===== config.mk =====
export PLATFORM = sky130hd
export DESIGN_NAME = sdcl_device_flat
export DESIGN_NICKNAME = d
export VERILOG_FILES = /design/src/shared/sdcl_pkg.sv /design/src/shared/sdcl_link_if.sv /design/src/hdl/sdcl_device.sv /design/src/flat_wrapper.sv
export SDC_FILE = /design/constraint.sdc
export NUM_CORES = 1
export LEC_CHECK = 0
export ABC_AREA = 1
export BUFFER_PORTS_ARGS = -buffer_cell sky130_fd_sc_hd__buf_4
export CORE_MARGIN = 4
export CORE_UTILIZATION = 54
export CTS_CLUSTER_DIAMETER = 120
export DETAILED_ROUTE_END_ITERATION = 10
export PLACE_DENSITY = 0.77
export SLEW_MARGIN = 10
export SYNTH_ARGS = -nofsm -noshare
export SYNTH_HDL_FRONTEND = slang
export SYNTH_SLANG_ARGS = --single-unit

===== constraint.sdc =====
create_clock -name ref_clk -period 1.2 [get_ports ref_clk]
set_input_delay 0.24 -clock ref_clk [delete_from_list [all_inputs] [get_ports ref_clk]]
set_output_delay 0.24 -clock ref_clk [all_outputs]
set_load 0.005 [all_outputs]

===== src/shared/sdcl_pkg.sv =====
// Shared constants for the serial converter code loader link
package sdcl_pkg;

    // Word layout
    localparam int CODE_W = 8;
    localparam int BIT_CNT_W = 4;
    localparam logic [BIT_CNT_W-1:0] WORD_BITS = 4'h8;
    localparam logic [BIT_CNT_W-1:0] LAST_BIT = 4'h7;
    localparam logic [CODE_W-1:0] CODE_RESET = 8'h00;
    localparam int CODE_MSB = CODE_W - 1;

    // Pin vector positions used by the device synchroniser
    localparam int PIN_W = 4;
    localparam int PIN_SYNC = 3;
    localparam int PIN_SCLK = 2;
    localparam int PIN_DATA = 1;
    localparam int PIN_LOAD = 0;
    // Idle pin levels: frame sync high, clock low, data low, load high
    localparam logic [PIN_W-1:0] PIN_IDLE = 4'h9;

    // Timing
    localparam int CLK_PERIOD_NS = 100;
    localparam int SCLK_HALF_NS = 400;
    localparam int SCLK_HALF_CYC_I =
        ((SCLK_HALF_NS + CLK_PERIOD_NS - 1) / CLK_PERIOD_NS) < 1 ? 1 :
        ((SCLK_HALF_NS + CLK_PERIOD_NS - 1) / CLK_PERIOD_NS);
    localparam int HALF_CNT_W = 4;
    localparam logic [HALF_CNT_W-1:0] HALF_RELOAD =
        HALF_CNT_W'(SCLK_HALF_CYC_I - 1);
    localparam logic [HALF_CNT_W-1:0] HALF_ZERO = 4'h0;

    // Device frame states
    typedef enum logic [1:0] {
        DS_IDLE = 2'b00,
        DS_SHIFT = 2'b01,
        DS_FULL = 2'b10,
        DS_OVER = 2'b11
    } sdcl_dev_state_e;

    // Host frame states
    typedef enum logic [2:0] {
        HS_IDLE = 3'b000,
        HS_LEAD = 3'b001,
        HS_HIGH = 3'b010,
        HS_LOW = 3'b011,
        HS_POST = 3'b100,
        HS_LOAD = 3'b101,
        HS_GAP = 3'b110
    } sdcl_host_state_e;

endpackage


===== src/shared/sdcl_link_if.sv =====
// Four-wire write link between the host end and the converter end
`timescale 1ns/1ps
interface sdcl_link_if;
    logic frame_sync_n;
    logic serial_clk;
    logic serial_data_in;
    logic load_strobe_n;

    modport host (
        output frame_sync_n,
        output serial_clk,
        output serial_data_in,
        output load_strobe_n
    );

    modport device (
        input frame_sync_n,
        input serial_clk,
        input serial_data_in,
        input load_strobe_n
    );
endinterface


===== src/hdl/sdcl_device.sv =====
// Converter end: serial input shift register, input latch, code register
`timescale 1ns/1ps

////////////////////////////////////////////////////////////////////////////
// Notes on behaviour
// - One frame carries one 8-bit unsigned code.
// - Frame sync edges start and end frames.
// - Shift only while frame sync is low.
// - Host lowers sync, clocks eight bits, raises.
// - Load strobe low copies word to converter.
// - Load held low updates from each word.
// - Each new word needs fresh sync falling edge.
// - Interface wakes on frame sync falling edge.
// - Sync rise sleeps clock and data inputs.
// - Sample data on serial clock falling edge.
// - With load low, update follows sync rise.
// - Word is shifted most significant bit first.
module sdcl_device
    import sdcl_pkg::*;
(
    // Clock and reset
    input wire logic ref_clk,
    input wire logic reset,
    // Serial link
    sdcl_link_if.device link,
    // Converter side
    output logic [CODE_W-1:0] dac_code,
    output logic [CODE_W-1:0] input_word,
    // Status
    output logic interface_awake,
    output logic word_done,
    output logic frame_error
);

    ////////////////////////////////////////////////////////////////////////
    // Pin synchroniser, two stages for every link input

    logic [PIN_W-1:0] pin_vec;
    logic [PIN_W-1:0] meta_reg;
    logic [PIN_W-1:0] meta_next;
    logic [PIN_W-1:0] pin_reg;
    logic [PIN_W-1:0] pin_next;

    assign pin_vec[PIN_SYNC] = link.frame_sync_n;
    assign pin_vec[PIN_SCLK] = link.serial_clk;
    assign pin_vec[PIN_DATA] = link.serial_data_in;
    assign pin_vec[PIN_LOAD] = link.load_strobe_n;

    always_comb begin
        meta_next = pin_vec;
        pin_next = meta_reg;
    end

    always_ff @(posedge ref_clk) begin
        if (reset) begin
            meta_reg <= PIN_IDLE;
            pin_reg <= PIN_IDLE;
        end else begin
            meta_reg <= meta_next;
            pin_reg <= pin_next;
        end
    end

    ////////////////////////////////////////////////////////////////////////
    // Edge finder on the synchronised levels

    logic sync_prev_reg;
    logic sync_prev_next;
    logic sclk_prev_reg;
    logic sclk_prev_next;
    logic sync_fall;
    logic sync_rise;
    logic sclk_fall;
    logic data_bit;
    logic load_low;

    always_comb begin
        sync_prev_next = pin_reg[PIN_SYNC];
        sclk_prev_next = pin_reg[PIN_SCLK];
    end

    always_ff @(posedge ref_clk) begin
        if (reset) begin
            sync_prev_reg <= PIN_IDLE[PIN_SYNC];
            sclk_prev_reg <= PIN_IDLE[PIN_SCLK];
        end else begin
            sync_prev_reg <= sync_prev_next;
            sclk_prev_reg <= sclk_prev_next;
        end
    end

    assign sync_fall = sync_prev_reg & ~pin_reg[PIN_SYNC];
    assign sync_rise = ~sync_prev_reg & pin_reg[PIN_SYNC];
    assign sclk_fall = sclk_prev_reg & ~pin_reg[PIN_SCLK];
    assign data_bit = pin_reg[PIN_DATA];
    assign load_low = ~pin_reg[PIN_LOAD];

    ////////////////////////////////////////////////////////////////////////
    // Frame state, bit counter and shift register

    sdcl_dev_state_e state_reg;
    sdcl_dev_state_e state_next;
    logic [BIT_CNT_W-1:0] bit_cnt_reg;
    logic [BIT_CNT_W-1:0] bit_cnt_next;
    logic [CODE_W-1:0] shift_reg;
    logic [CODE_W-1:0] shift_next;
    logic frame_good;
    logic frame_bad;
    logic buffers_on;

    assign buffers_on = (state_reg != DS_IDLE);

    always_comb begin
        state_next = state_reg;
        bit_cnt_next = bit_cnt_reg;
        shift_next = shift_reg;
        frame_good = 1'b0;
        frame_bad = 1'b0;
        case (state_reg)
            DS_IDLE: begin
                if (sync_fall) begin
                    state_next = DS_SHIFT;
                    bit_cnt_next = '0;
                end
            end
            DS_SHIFT: begin
                if (sync_rise) begin
                    state_next = DS_IDLE;
                    frame_bad = 1'b1;
                end else if (buffers_on && sclk_fall) begin
                    shift_next = {shift_reg[CODE_MSB-1:0], data_bit};
                    bit_cnt_next = bit_cnt_reg + 1'b1;
                    if (bit_cnt_reg == LAST_BIT) begin
                        state_next = DS_FULL;
                    end
                end
            end
            DS_FULL: begin
                if (sync_rise) begin
                    state_next = DS_IDLE;
                    frame_good = 1'b1;
                end else if (buffers_on && sclk_fall) begin
                    state_next = DS_OVER;
                end
            end
            DS_OVER: begin
                // Surplus clocks leave the shifted word untouched
                if (sync_rise) begin
                    state_next = DS_IDLE;
                    frame_bad = 1'b1;
                end
            end
            default: begin
                state_next = DS_IDLE;
                bit_cnt_next = '0;
            end
        endcase
    end

    always_ff @(posedge ref_clk) begin
        if (reset) begin
            state_reg <= DS_IDLE;
            bit_cnt_reg <= '0;
            shift_reg <= CODE_RESET;
        end else begin
            state_reg <= state_next;
            bit_cnt_reg <= bit_cnt_next;
            shift_reg <= shift_next;
        end
    end

    ////////////////////////////////////////////////////////////////////////
    // Input latch, converter register and status

    logic [CODE_W-1:0] latch_reg;
    logic [CODE_W-1:0] latch_next;
    logic [CODE_W-1:0] dac_reg;
    logic [CODE_W-1:0] dac_next;
    logic done_reg;
    logic done_next;
    logic err_reg;
    logic err_next;
    logic awake_reg;
    logic awake_next;

    always_comb begin
        latch_next = latch_reg;
        // Only a complete word reaches the latch; short or long frames
        // would otherwise put a shifted fragment on the output.
        if (frame_good) begin
            latch_next = shift_reg;
        end
        dac_next = load_low ? latch_reg : dac_reg;
        done_next = frame_good;
        err_next = frame_bad;
        awake_next = (state_next != DS_IDLE);
    end

    always_ff @(posedge ref_clk) begin
        if (reset) begin
            latch_reg <= CODE_RESET;
            dac_reg <= CODE_RESET;
            done_reg <= 1'b0;
            err_reg <= 1'b0;
            awake_reg <= 1'b0;
        end else begin
            latch_reg <= latch_next;
            dac_reg <= dac_next;
            done_reg <= done_next;
            err_reg <= err_next;
            awake_reg <= awake_next;
        end
    end

    assign dac_code = dac_reg;
    assign input_word = latch_reg;
    assign word_done = done_reg;
    assign frame_error = err_reg;
    assign interface_awake = awake_reg;

endmodule


===== src/flat_wrapper.sv =====
// flat-port wrapper written by rule: the top's interface ports become plain ports
module sdcl_device_flat import sdcl_pkg::*;
  (ref_clk, reset, dac_code, input_word, interface_awake, word_done, frame_error, link_frame_sync_n, link_serial_clk, link_serial_data_in, link_load_strobe_n);
  sdcl_link_if link_i ();
  input wire logic ref_clk;
  input wire logic reset;
  output logic [CODE_W-1:0] dac_code;
  output logic [CODE_W-1:0] input_word;
  output logic interface_awake;
  output logic word_done;
  output logic frame_error;
  input wire logic [$bits(link_i.frame_sync_n)-1:0] link_frame_sync_n;
  input wire logic [$bits(link_i.serial_clk)-1:0] link_serial_clk;
  input wire logic [$bits(link_i.serial_data_in)-1:0] link_serial_data_in;
  input wire logic [$bits(link_i.load_strobe_n)-1:0] link_load_strobe_n;
  assign link_i.frame_sync_n = link_frame_sync_n;
  assign link_i.serial_clk = link_serial_clk;
  assign link_i.serial_data_in = link_serial_data_in;
  assign link_i.load_strobe_n = link_load_strobe_n;
  sdcl_device u_core (.ref_clk(ref_clk), .reset(reset), .link(link_i), .dac_code(dac_code), .input_word(input_word), .interface_awake(interface_awake), .word_done(word_done), .frame_error(frame_error));
endmodule

After elaboration in Yosys (flattened, before gate mapping)
Cells that the tools add are included.
{"block": "totals", "word_cells": 51, "regBits": 43, "output_inout_bits": 19, "inputBits": 6}
{"block": "classes", "mux": 14, "n_eq_ne": 7, "n_bitwise": 8, "n_reduce_logical": 9, "addsub": 1}
{"operator": "$mux 2", "count": 7}
{"operator": "$mux 4", "count": 3}
{"operator": "$pmux 2 s4", "count": 1}
{"operator": "$pmux 4 s2", "count": 1}
{"operator": "$reduce_bool 2->1", "count": 3}
{"operator": "$not 1->1", "count": 5}
{"operator": "$add 4x1->4 const B", "count": 1}
{"operator": "$eq 2x2->1 const B", "count": 2}
{"operator": "$eq 4x3->1 const B", "count": 1}
{"operator": "$ne 2x1->1 const B", "count": 2}
{"operator": "$reduce_and 4->1", "count": 1}
{"operator": "$reduce_or 2->1", "count": 2}
{"operator": "$and 1x1->1", "count": 3}
{"operator": "$reduce_and 3->1", "count": 1}
{"operator": "$eq 2x1->1 const B", "count": 1}
{"operator": "$logic_not 2->1", "count": 1}
{"operator": "$mux 1", "count": 2}
{"operator": "$ne 2x2->1 const B", "count": 1}
{"operator": "$logic_and 1x1->1", "count": 1}

Logic depth before layout (Yosys ltp)
Gate-level depths: netlist (run 1).
{"block": "logic_depth", "ltp_word": 7, "depth_mapped": 8, "mapped_depth_nobuf": 8}

Worst setup path after synthesis (run 1)
OpenSTA, ideal clock, no wires.
{"block": "synth_path", "kind": "reg-to-reg", "start": "register u_core.state_reg[0]", "end": "register u_core.shift_reg[6]", "arrival_time_ps": 986, "slack_ps": 99, "path_buffers": 1, "path_stages_with_launch": 7, "period_less_slack_ps": 1101, "setup_time_ps": 115, "required_time_ps": 1085, "cell_sequence": "dfxtp_1 -> inv_2 -> nor2_4 -> nand3_4 -> buf_6 -> o21ai_2 -> a21oi_2"}
{"block": "synth_via", "elab_chain_cells": 3}
{"item": "from (decl)", "line_no": "sdcl_device.sv:101", "source": "sdcl_dev_state_e state_reg;"}
{"item": "from (signal assigned)", "line_no": "sdcl_device.sv:166", "source": "state_reg <= state_next;"}
{"item": "$reduce_bool 2->1", "line_no": "sdcl_device.sv:111", "source": "assign buffers_on = (state_reg != DS_IDLE);"}
{"item": "$logic_and 1x1->1", "line_no": "sdcl_device.sv:130", "source": "end else if (buffers_on && sclk_fall) begin"}
{"item": "$reduce_and 3->1 (no source line) (*)"}
{"item": "to (signal assigned)", "line_no": "sdcl_device.sv:168", "source": "shift_reg <= shift_next;"}
{"item": "to (decl)", "line_no": "sdcl_device.sv:105", "source": "logic [CODE_W-1:0] shift_reg;"}
Every way passes the cells marked *; elsewhere a longest branch is shown, timed or not.
A chain may end at the register's enable or synchronous reset.

Final worst setup path (run 1)
{"block": "layout_path", "start": "register u_core.sclk_prev_reg", "end": "register u_core.shift_reg[3]"}
{"block": "layout_via", "elab_chain_cells": 3}
{"item": "from (decl)", "line_no": "sdcl_device.sv:69", "source": "logic sclk_prev_reg;"}
{"item": "from (signal assigned)", "line_no": "sdcl_device.sv:85", "source": "sclk_prev_reg <= PIN_IDLE[PIN_SCLK];"}
{"item": "from (signal assigned)", "line_no": "sdcl_device.sv:88", "source": "sclk_prev_reg <= sclk_prev_next;"}
{"item": "$and 1x1->1", "line_no": "sdcl_device.sv:94", "source": "assign sclk_fall = sclk_prev_reg & ~pin_reg[PIN_SCLK];"}
{"item": "$logic_and 1x1->1", "line_no": "sdcl_device.sv:130"}
{"item": "$reduce_and 3->1 (no source line)"}
Every way passes these cells.

==> impl_metrics.yaml, run 1 <==
outcome:
  status: "finished clean"
critical_path:
  path_class: "flip-flop to flip-flop"
  crit_arrival_ps: 1420
  cp.required_ps: 1450
  rrSetupSlack_ps: 30
  end_kind: "flip-flop"
  crit_path_max_fanout: 6
  start_kind: "flip-flop"
logic_synthesis:
  synth_top_cell_area_share_pct: 55.17
  synthDistinctLibCells: 25
  synthTopCellsByArea: "dfxtp_1, nor2_1, o21ai_0"
  synthAdderAreaFrac_pct: 0.8019
  syn_area_sq_um: 1560
  synth_area_leader_cell: "dfxtp_1"
  synth_seq_area_share_pct: 55.17
  yosys.area_share.xor_xnor_pct: 0
  synth_nets: 192
  ys_ff_latch: 43
  syn_inst: 185
  synth_compound_area_share_pct: 14.60
  synthSimpleGateAreaFrac_pct: 21.65
  synth_top_family_by_area: "simple AND/OR/NAND/NOR gates"
  muxShareOfSynthArea_pct: 0
  ys_warn_count: 0
  syn_area_per_cell_sq_um: 8.434
die:
  rows: 19
  dieArea_sq_um: 3813
  core-area_sq_um: 2758
  die_w_um: 61.75
  io_pins: 25
  die_h_um: 61.75
  initial_core_util_pct: 56.58
final_layout:
  antennaDiodeCount: 0
  layoutNonFillerInstCount: 254
  drive_gt1_share_pct: 34.53
  area_growth_pct: 25.98
  layout.nets: 229
global_route:
  grt_pass1_vias: 1186
  grt_max_degree: 26
  gr-total-overflow: 0
  antenna_found_initial: 0
  track_usage_pct: 18.03
  grt_pass1_wl_um: 4988
sta:
  report.final.hold_viol_count: 0
  setup_viol_count_final: 0
  fin_crit_ps: 1166
  worstMarginPinSlew_ps: 302.8
  rsz0062_at_grt: "yes"
  fin_tns_setup_ps: 0
  max-slew-margin-rel_pct: 79.75
  final_max_slew_viol_count: 0
  max_freq_mhz: 857.4
  fin_crit_sh_pct: 97.20
  skew_ps: 5.037
worst_hold_path:
  holdCritPathClass: "input pin to flip-flop"
pwr:
  powerDensity_nw_per_um2: 1174
  vdd_ir_drop_max_v: 0.001234
  power_leakage_nw: 0.8554
drt:
  vias: 1316
  drt-initial-drc-count: 45
  routed_wl_um: 3163
  firstDrtPassIters: 4
  post_drt_wl_per_cell_um: 12.45
  drc_errors: 0
  postRouteAntennaNets: 0
  viasPerCell: 5.181
clock_tree:
  clkLatencyLatePin_ps: 350
  cts_sinks: 43
  cts.hold.buffers_added: 0
  cts.clk_slew.worst_paths_ps: 120
  cts_made_buffers: 5
  cts_max_level: 2
  cts-root-buf: "clkbuf_4"
  cts_buffer_depth: 2
  cts_tree: "done"
placed_design:
  portBuffers: 24
  gp_congestion: 0.8110
  placed_cells: 241
  hpwl_um: 2099
job:
  maxCapViolations: 0
## critical path, cell delays in order, from the launching register on
cell     delay (ps)
dfxtp_2         340
inv_1            60
nor2_4          170
nand3_2         160
o21ai_0         260
a21oi_1          70
## layout make-up
type	instances	area [sq um]
Timing Repair Buffer	34	279.0
Fill cell	219	792.0
Multi-Input combinational cell	116	645.6
Tap cell	31	38.79
Clock buffer	7	45.04
Inverter	22	82.58
Sequential cell	43	869.6
Clock inverter	1	5.005
## logic make-up after synthesis
| family | Yosys count |
|---|---|
| and+or+nand+nor | 74 |
| DFF | 43 |
| AOI/OAI and AO/OA | 40 |
| buffers and inverters | 27 |
| adders and majority gates | 1 |
## final timing paths
check | from | endpoint | depth (start not counted)
min | link_load_strobe_n | u_core.meta_reg[0]$_SDFF_PP1_ | 2
max reg2reg | u_core.sclk_prev_reg$_SDFF_PP0_ | u_core.shift_reg[3]$_SDFFE_PP0P_ | 5
max | u_core.sclk_prev_reg$_SDFF_PP0_ | u_core.shift_reg[3]$_SDFFE_PP0P_ | 5
min reg2reg | u_core.meta_reg[1]$_SDFF_PP0_ | u_core.pin_reg[1]$_SDFF_PP0_ | 2
## metrics by stage
stage | util [%] | worst slack, ps | instance area (sq um) | hold WS [ps] | power, W
2_1_floorplan | - | 98.59 | 1560 | 316.8 | 0.001588
4_1_cts | 67.70 | 1.204 | 1867 | 49.49 | 0.002307
6_report | 71.28 | 33.62 | 1966 | 55.84 | 0.002307
3_3_place_gp | 65.20 | 26.87 | 1798 | 391.5 | 0.001646
3_5_place_dp | 65.20 | -1.200 | 1798 | 401.9 | 0.001651
5_1_grt | 71.28 | -35.32 | 1966 | 47.68 | 0.002398
## layer usage
layer	GRT usage [%]	share of wire (%)	vias up
li1	-	-	661
met1	18.79	41	611
met2	31.99	52	35
met3	5.992	5.8	9
met4	9.394	2.0	0
met5	0	0	-
## synthesized netlist by cell type (all sizes together)
master,instances
clkbuf,2
inv,22
nand2,22
nor3,2
nor2,38
dfxtp,43
o21ai,23
and3,1
a21oi,16
buf,3
a31oi,1
nand3,7
ha,1
or2,4
## power by group
| group | total [W] | switching, W | internal (W) | leakage (nW) |
|---|---|---|---|---|
| combinational | 0.000153 | 0.0000815 | 0.0000719 | 0.474 |
| sequential | 0.00147 | 0.0000165 | 0.00146 | 0.352 |
| clock | 0.000679 | 0.000451 | 0.000229 | 0.0293 |
## cell usage in the layout, fill, tap and decap left out
cell type,n
or2_2,4
nor3_4,1
dfxtp_2,4
clkbuf_4,5
nor2_4,3
dfxtp_4,1
nand2_1,19
and3_1,1
buf_6,3
ha_4,1
a31oi_1,1
o21ai_2,6
o21ai_0,16
nand3_1,5
nor2_2,4
buf_4,30
clkinv_2,1
nand3_4,1
inv_2,4
clkbuf_1,2
o21ai_1,1
a21oi_2,3
nand2_4,1
dfxtp_1,38
buf_12,1
nand2_2,2
a21oi_1,13
nor3_1,1
inv_1,18
nor2_1,31
nand3_2,2
## what timing repair did
| item | in CTS | in global routing |
|---|---|---|
| setup endpoints to repair | 4 | 16 |
| pin swaps | 1 | 8 |
| setup buffers | 0 | 4 |
| cloned | 0 | 1 |
| resized for setup | 7 | 19 |
(Power assumes the default switching activity.)
==> inputs of run 2 (changes only) <==
- CORE_ASPECT_RATIO: unset -> 1.2
==> run 2 against run 1 <==
Against the previous run:
- first-iteration DRC count up 4.4%
- global-route usage up 0.53 points
- highest routed layer unchanged
- setup slack better by 7.8 ps
- largest cell class unchanged
- utilization up 1.2 points
- wire length up 2.5%
==> impl_metrics.yaml, run 2 (synthesis gave the netlist of run 1 again) <==
outcome:
  status: "finished clean"
die:
  initial_core_util_pct: 56.02
  dieArea_sq_um: 3817
  rows: 21
  io_pins: 25
  die_w_um: 57.07
  core-area_sq_um: 2785
  die_h_um: 66.89
sta:
  rsz0062_at_grt: "yes"
  fin_crit_ps: 1159
  skew_ps: 8.908
  max-slew-margin-rel_pct: 83.17
  report.final.hold_viol_count: 0
  worstMarginPinSlew_ps: 251.7
  max_freq_mhz: 863.2
  holdWs_ps: 43.98
  setup_viol_count_final: 0
  fin_crit_sh_pct: 96.55
  final_max_slew_viol_count: 0
clock_tree:
  cts.hold.buffers_added: 0
  cts-root-buf: "clkbuf_4"
  cts_sinks: 43
  clkLatencyLatePin_ps: 370
  cts.clk_slew.worst_paths_ps: 120
  cts_tree: "done"
  cts_buffer_depth: 2
  cts_made_buffers: 5
  cts_max_level: 2
final_layout:
  design_area_sq_um: 2018
  fillers: 233
  antennaDiodeCount: 0
  most-common-layout-cells: "dfxtp_1, nor2_1, buf_4, nand2_1, inv_1"
  layout.nets: 230
  multiInputGateArea_sq_um: 641.9
  mostFrequentLayoutCell: "dfxtp_1"
  drive_gt1_share_pct: 34.82
  seqCellArea_sq_um: 874.6
  area_growth_pct: 29.35
critical_path:
  start_kind: "flip-flop"
  ff2ff_path_depth: 5
  crit_chain: "buf_6 -> nor3_4 -> buf_4 -> o21ai_0 -> a21oi_1"
  rrSetupSlack_ps: 40
  crit_arrival_ps: 1470
  end_kind: "flip-flop"
  worst_path_largest_cell_delay_ps: 380
  r2r-start: "u_core.state_reg[0]$_SDFF_PP0_"
  slowest_stage: "dfxtp_4"
  path_class: "flip-flop to flip-flop"
  r2r_end: "u_core.input_word[4]$_SDFFE_PP0P_"
  cp.required_ps: 1510
  crit_path_max_fanout: 5
pwr:
  powerDensity_nw_per_um2: 1285
  internal_power_w: 0.002020
  swShare_pct: 22.09
  p_switching_w: 0.0005728
  comb_power_share_pct: 6.0
  p_total_w: 0.002593
  power_leakage_nw: 0.9009
  p_clk_share_pct: 37.2
  vdd_ir_drop_max_v: 0.0009756
  p_seq_share_pct: 56.9
global_route:
  antenna_found_initial: 0
  grt_pass1_vias: 1229
  gr-total-overflow: 0
  grt_pass1_wl_um: 5299
  track_usage_pct: 18.55
  grt_max_degree: 26
worst_hold_path:
  hold_end: "u_core.meta_reg[3]$_SDFF_PP1_"
  holdCritPathClass: "input pin to flip-flop"
  min_path_cells: 2
  holdCritStartpoint: "link_frame_sync_n"
drt:
  post_drt_wl_per_cell_um: 12.57
  routed_wl_um: 3242
  firstDrtPassIters: 4
  postRouteAntennaNets: 0
  drt-initial-drc-count: 47
  viasPerCell: 5.012
  vias: 1293
  drc_errors: 0
job:
  maxCapViolations: 0
placed_design:
  gp_congestion: 0.8177
  portBuffers: 24
  place_area_sq_um: 1817
  hpwl_um: 2195
run 2: changes by cell type in the layout (fill, tap and decap cells not counted), sizes merged:
cell and delta:
nand3 -1, buf +2, bufinv +1, clkbuf -1
run 2: metrics by stage:
| step | util [%] | instances | setup TNS, ps | worst slack (ps) |
|---|---|---|---|---|
| 4_1_cts | 68.73 | 254 | 0 | 4.970 |
| 3_5_place_dp | 65.23 | 246 | -45.29 | -20.35 |
| 5_1_grt | 72.46 | 258 | -160.5 | -39.94 |
| 2_1_floorplan | - | 185 | 0 | 98.59 |
| 3_3_place_gp | 65.23 | 246 | 0 | 36.46 |
| 6_report | 72.46 | 258 | 0 | 41.46 |
run 2: per-layer routing:
metal  track usage (%)  vias to the layer above  wire, um
li1                  -                      661         -
met1             18.47                      600      1282
met2             32.86                       24      1725
met3             4.457                        8       136
met4             14.20                        0        97
met5                 0                        -         0
run 2: power groups by stage:
| stage | combinational, W | sequential (W) | clock (W) |
|---|---|---|---|
| after detailed placement | 0.000146 | 0.00151 | 0 |
| final | 0.000155 | 0.00147 | 0.000964 |
| after global routing | 0.000172 | 0.00148 | 0.00104 |
| after floorplan | 0.0000797 | 0.00151 | 0 |
| after global placement | 0.000139 | 0.00151 | 0 |
| after CTS | 0.000147 | 0.00148 | 0.000982 |
run 2: worst max-delay path: cells and delay by family (launching register included):
kind,cells,cell delay [ps]
flops,1,380
simple gates,1,250
buf+inv,2,300
compound gates,2,190
run 2: what timing repair did:
action,in CTS,in global routing
endpoints found under the hold margin,0,0
endpoints found under the setup margin,9,16
pin swaps,0,5
setup buffers,0,4
resized for setup,5,21
run 2: cell type report:
type                            instances  area share [%]
Sequential cell                        43           43.34
Multi-Input combinational cell        115           31.80
Timing Repair Buffer                   36           14.38
Inverter                               22           4.092
Clock buffer                            6           2.542
Tap cell                               34           2.108
Clock inverter                          2           1.736
run 2: worst max path at each step:
stage / slack [ps] / depth (start not counted) / to / start
final: 40 / 5 / u_core.input_word[4]$_SDFFE_PP0P_ / u_core.state_reg[0]$_SDFF_PP0_
after global routing: -40 / 5 / u_core.input_word[4]$_SDFFE_PP0P_ / u_core.state_reg[1]$_SDFF_PP0_
after CTS: 5 / 6 / u_core.bit_cnt_reg[3]$_SDFFE_PP0P_ / u_core.pin_reg[2]$_SDFF_PP0_
after detailed placement: -20 / 5 / u_core.input_word[6]$_SDFFE_PP0P_ / u_core.state_reg[1]$_SDFF_PP0_
after global placement: 40 / 8 / u_core.interface_awake$_SDFF_PP0_ / u_core.bit_cnt_reg[0]$_SDFFE_PP0P_
after floorplan: 100 / 6 / u_core.shift_reg[6]$_SDFFE_PP0P_ / u_core.state_reg[0]$_SDFF_PP0_
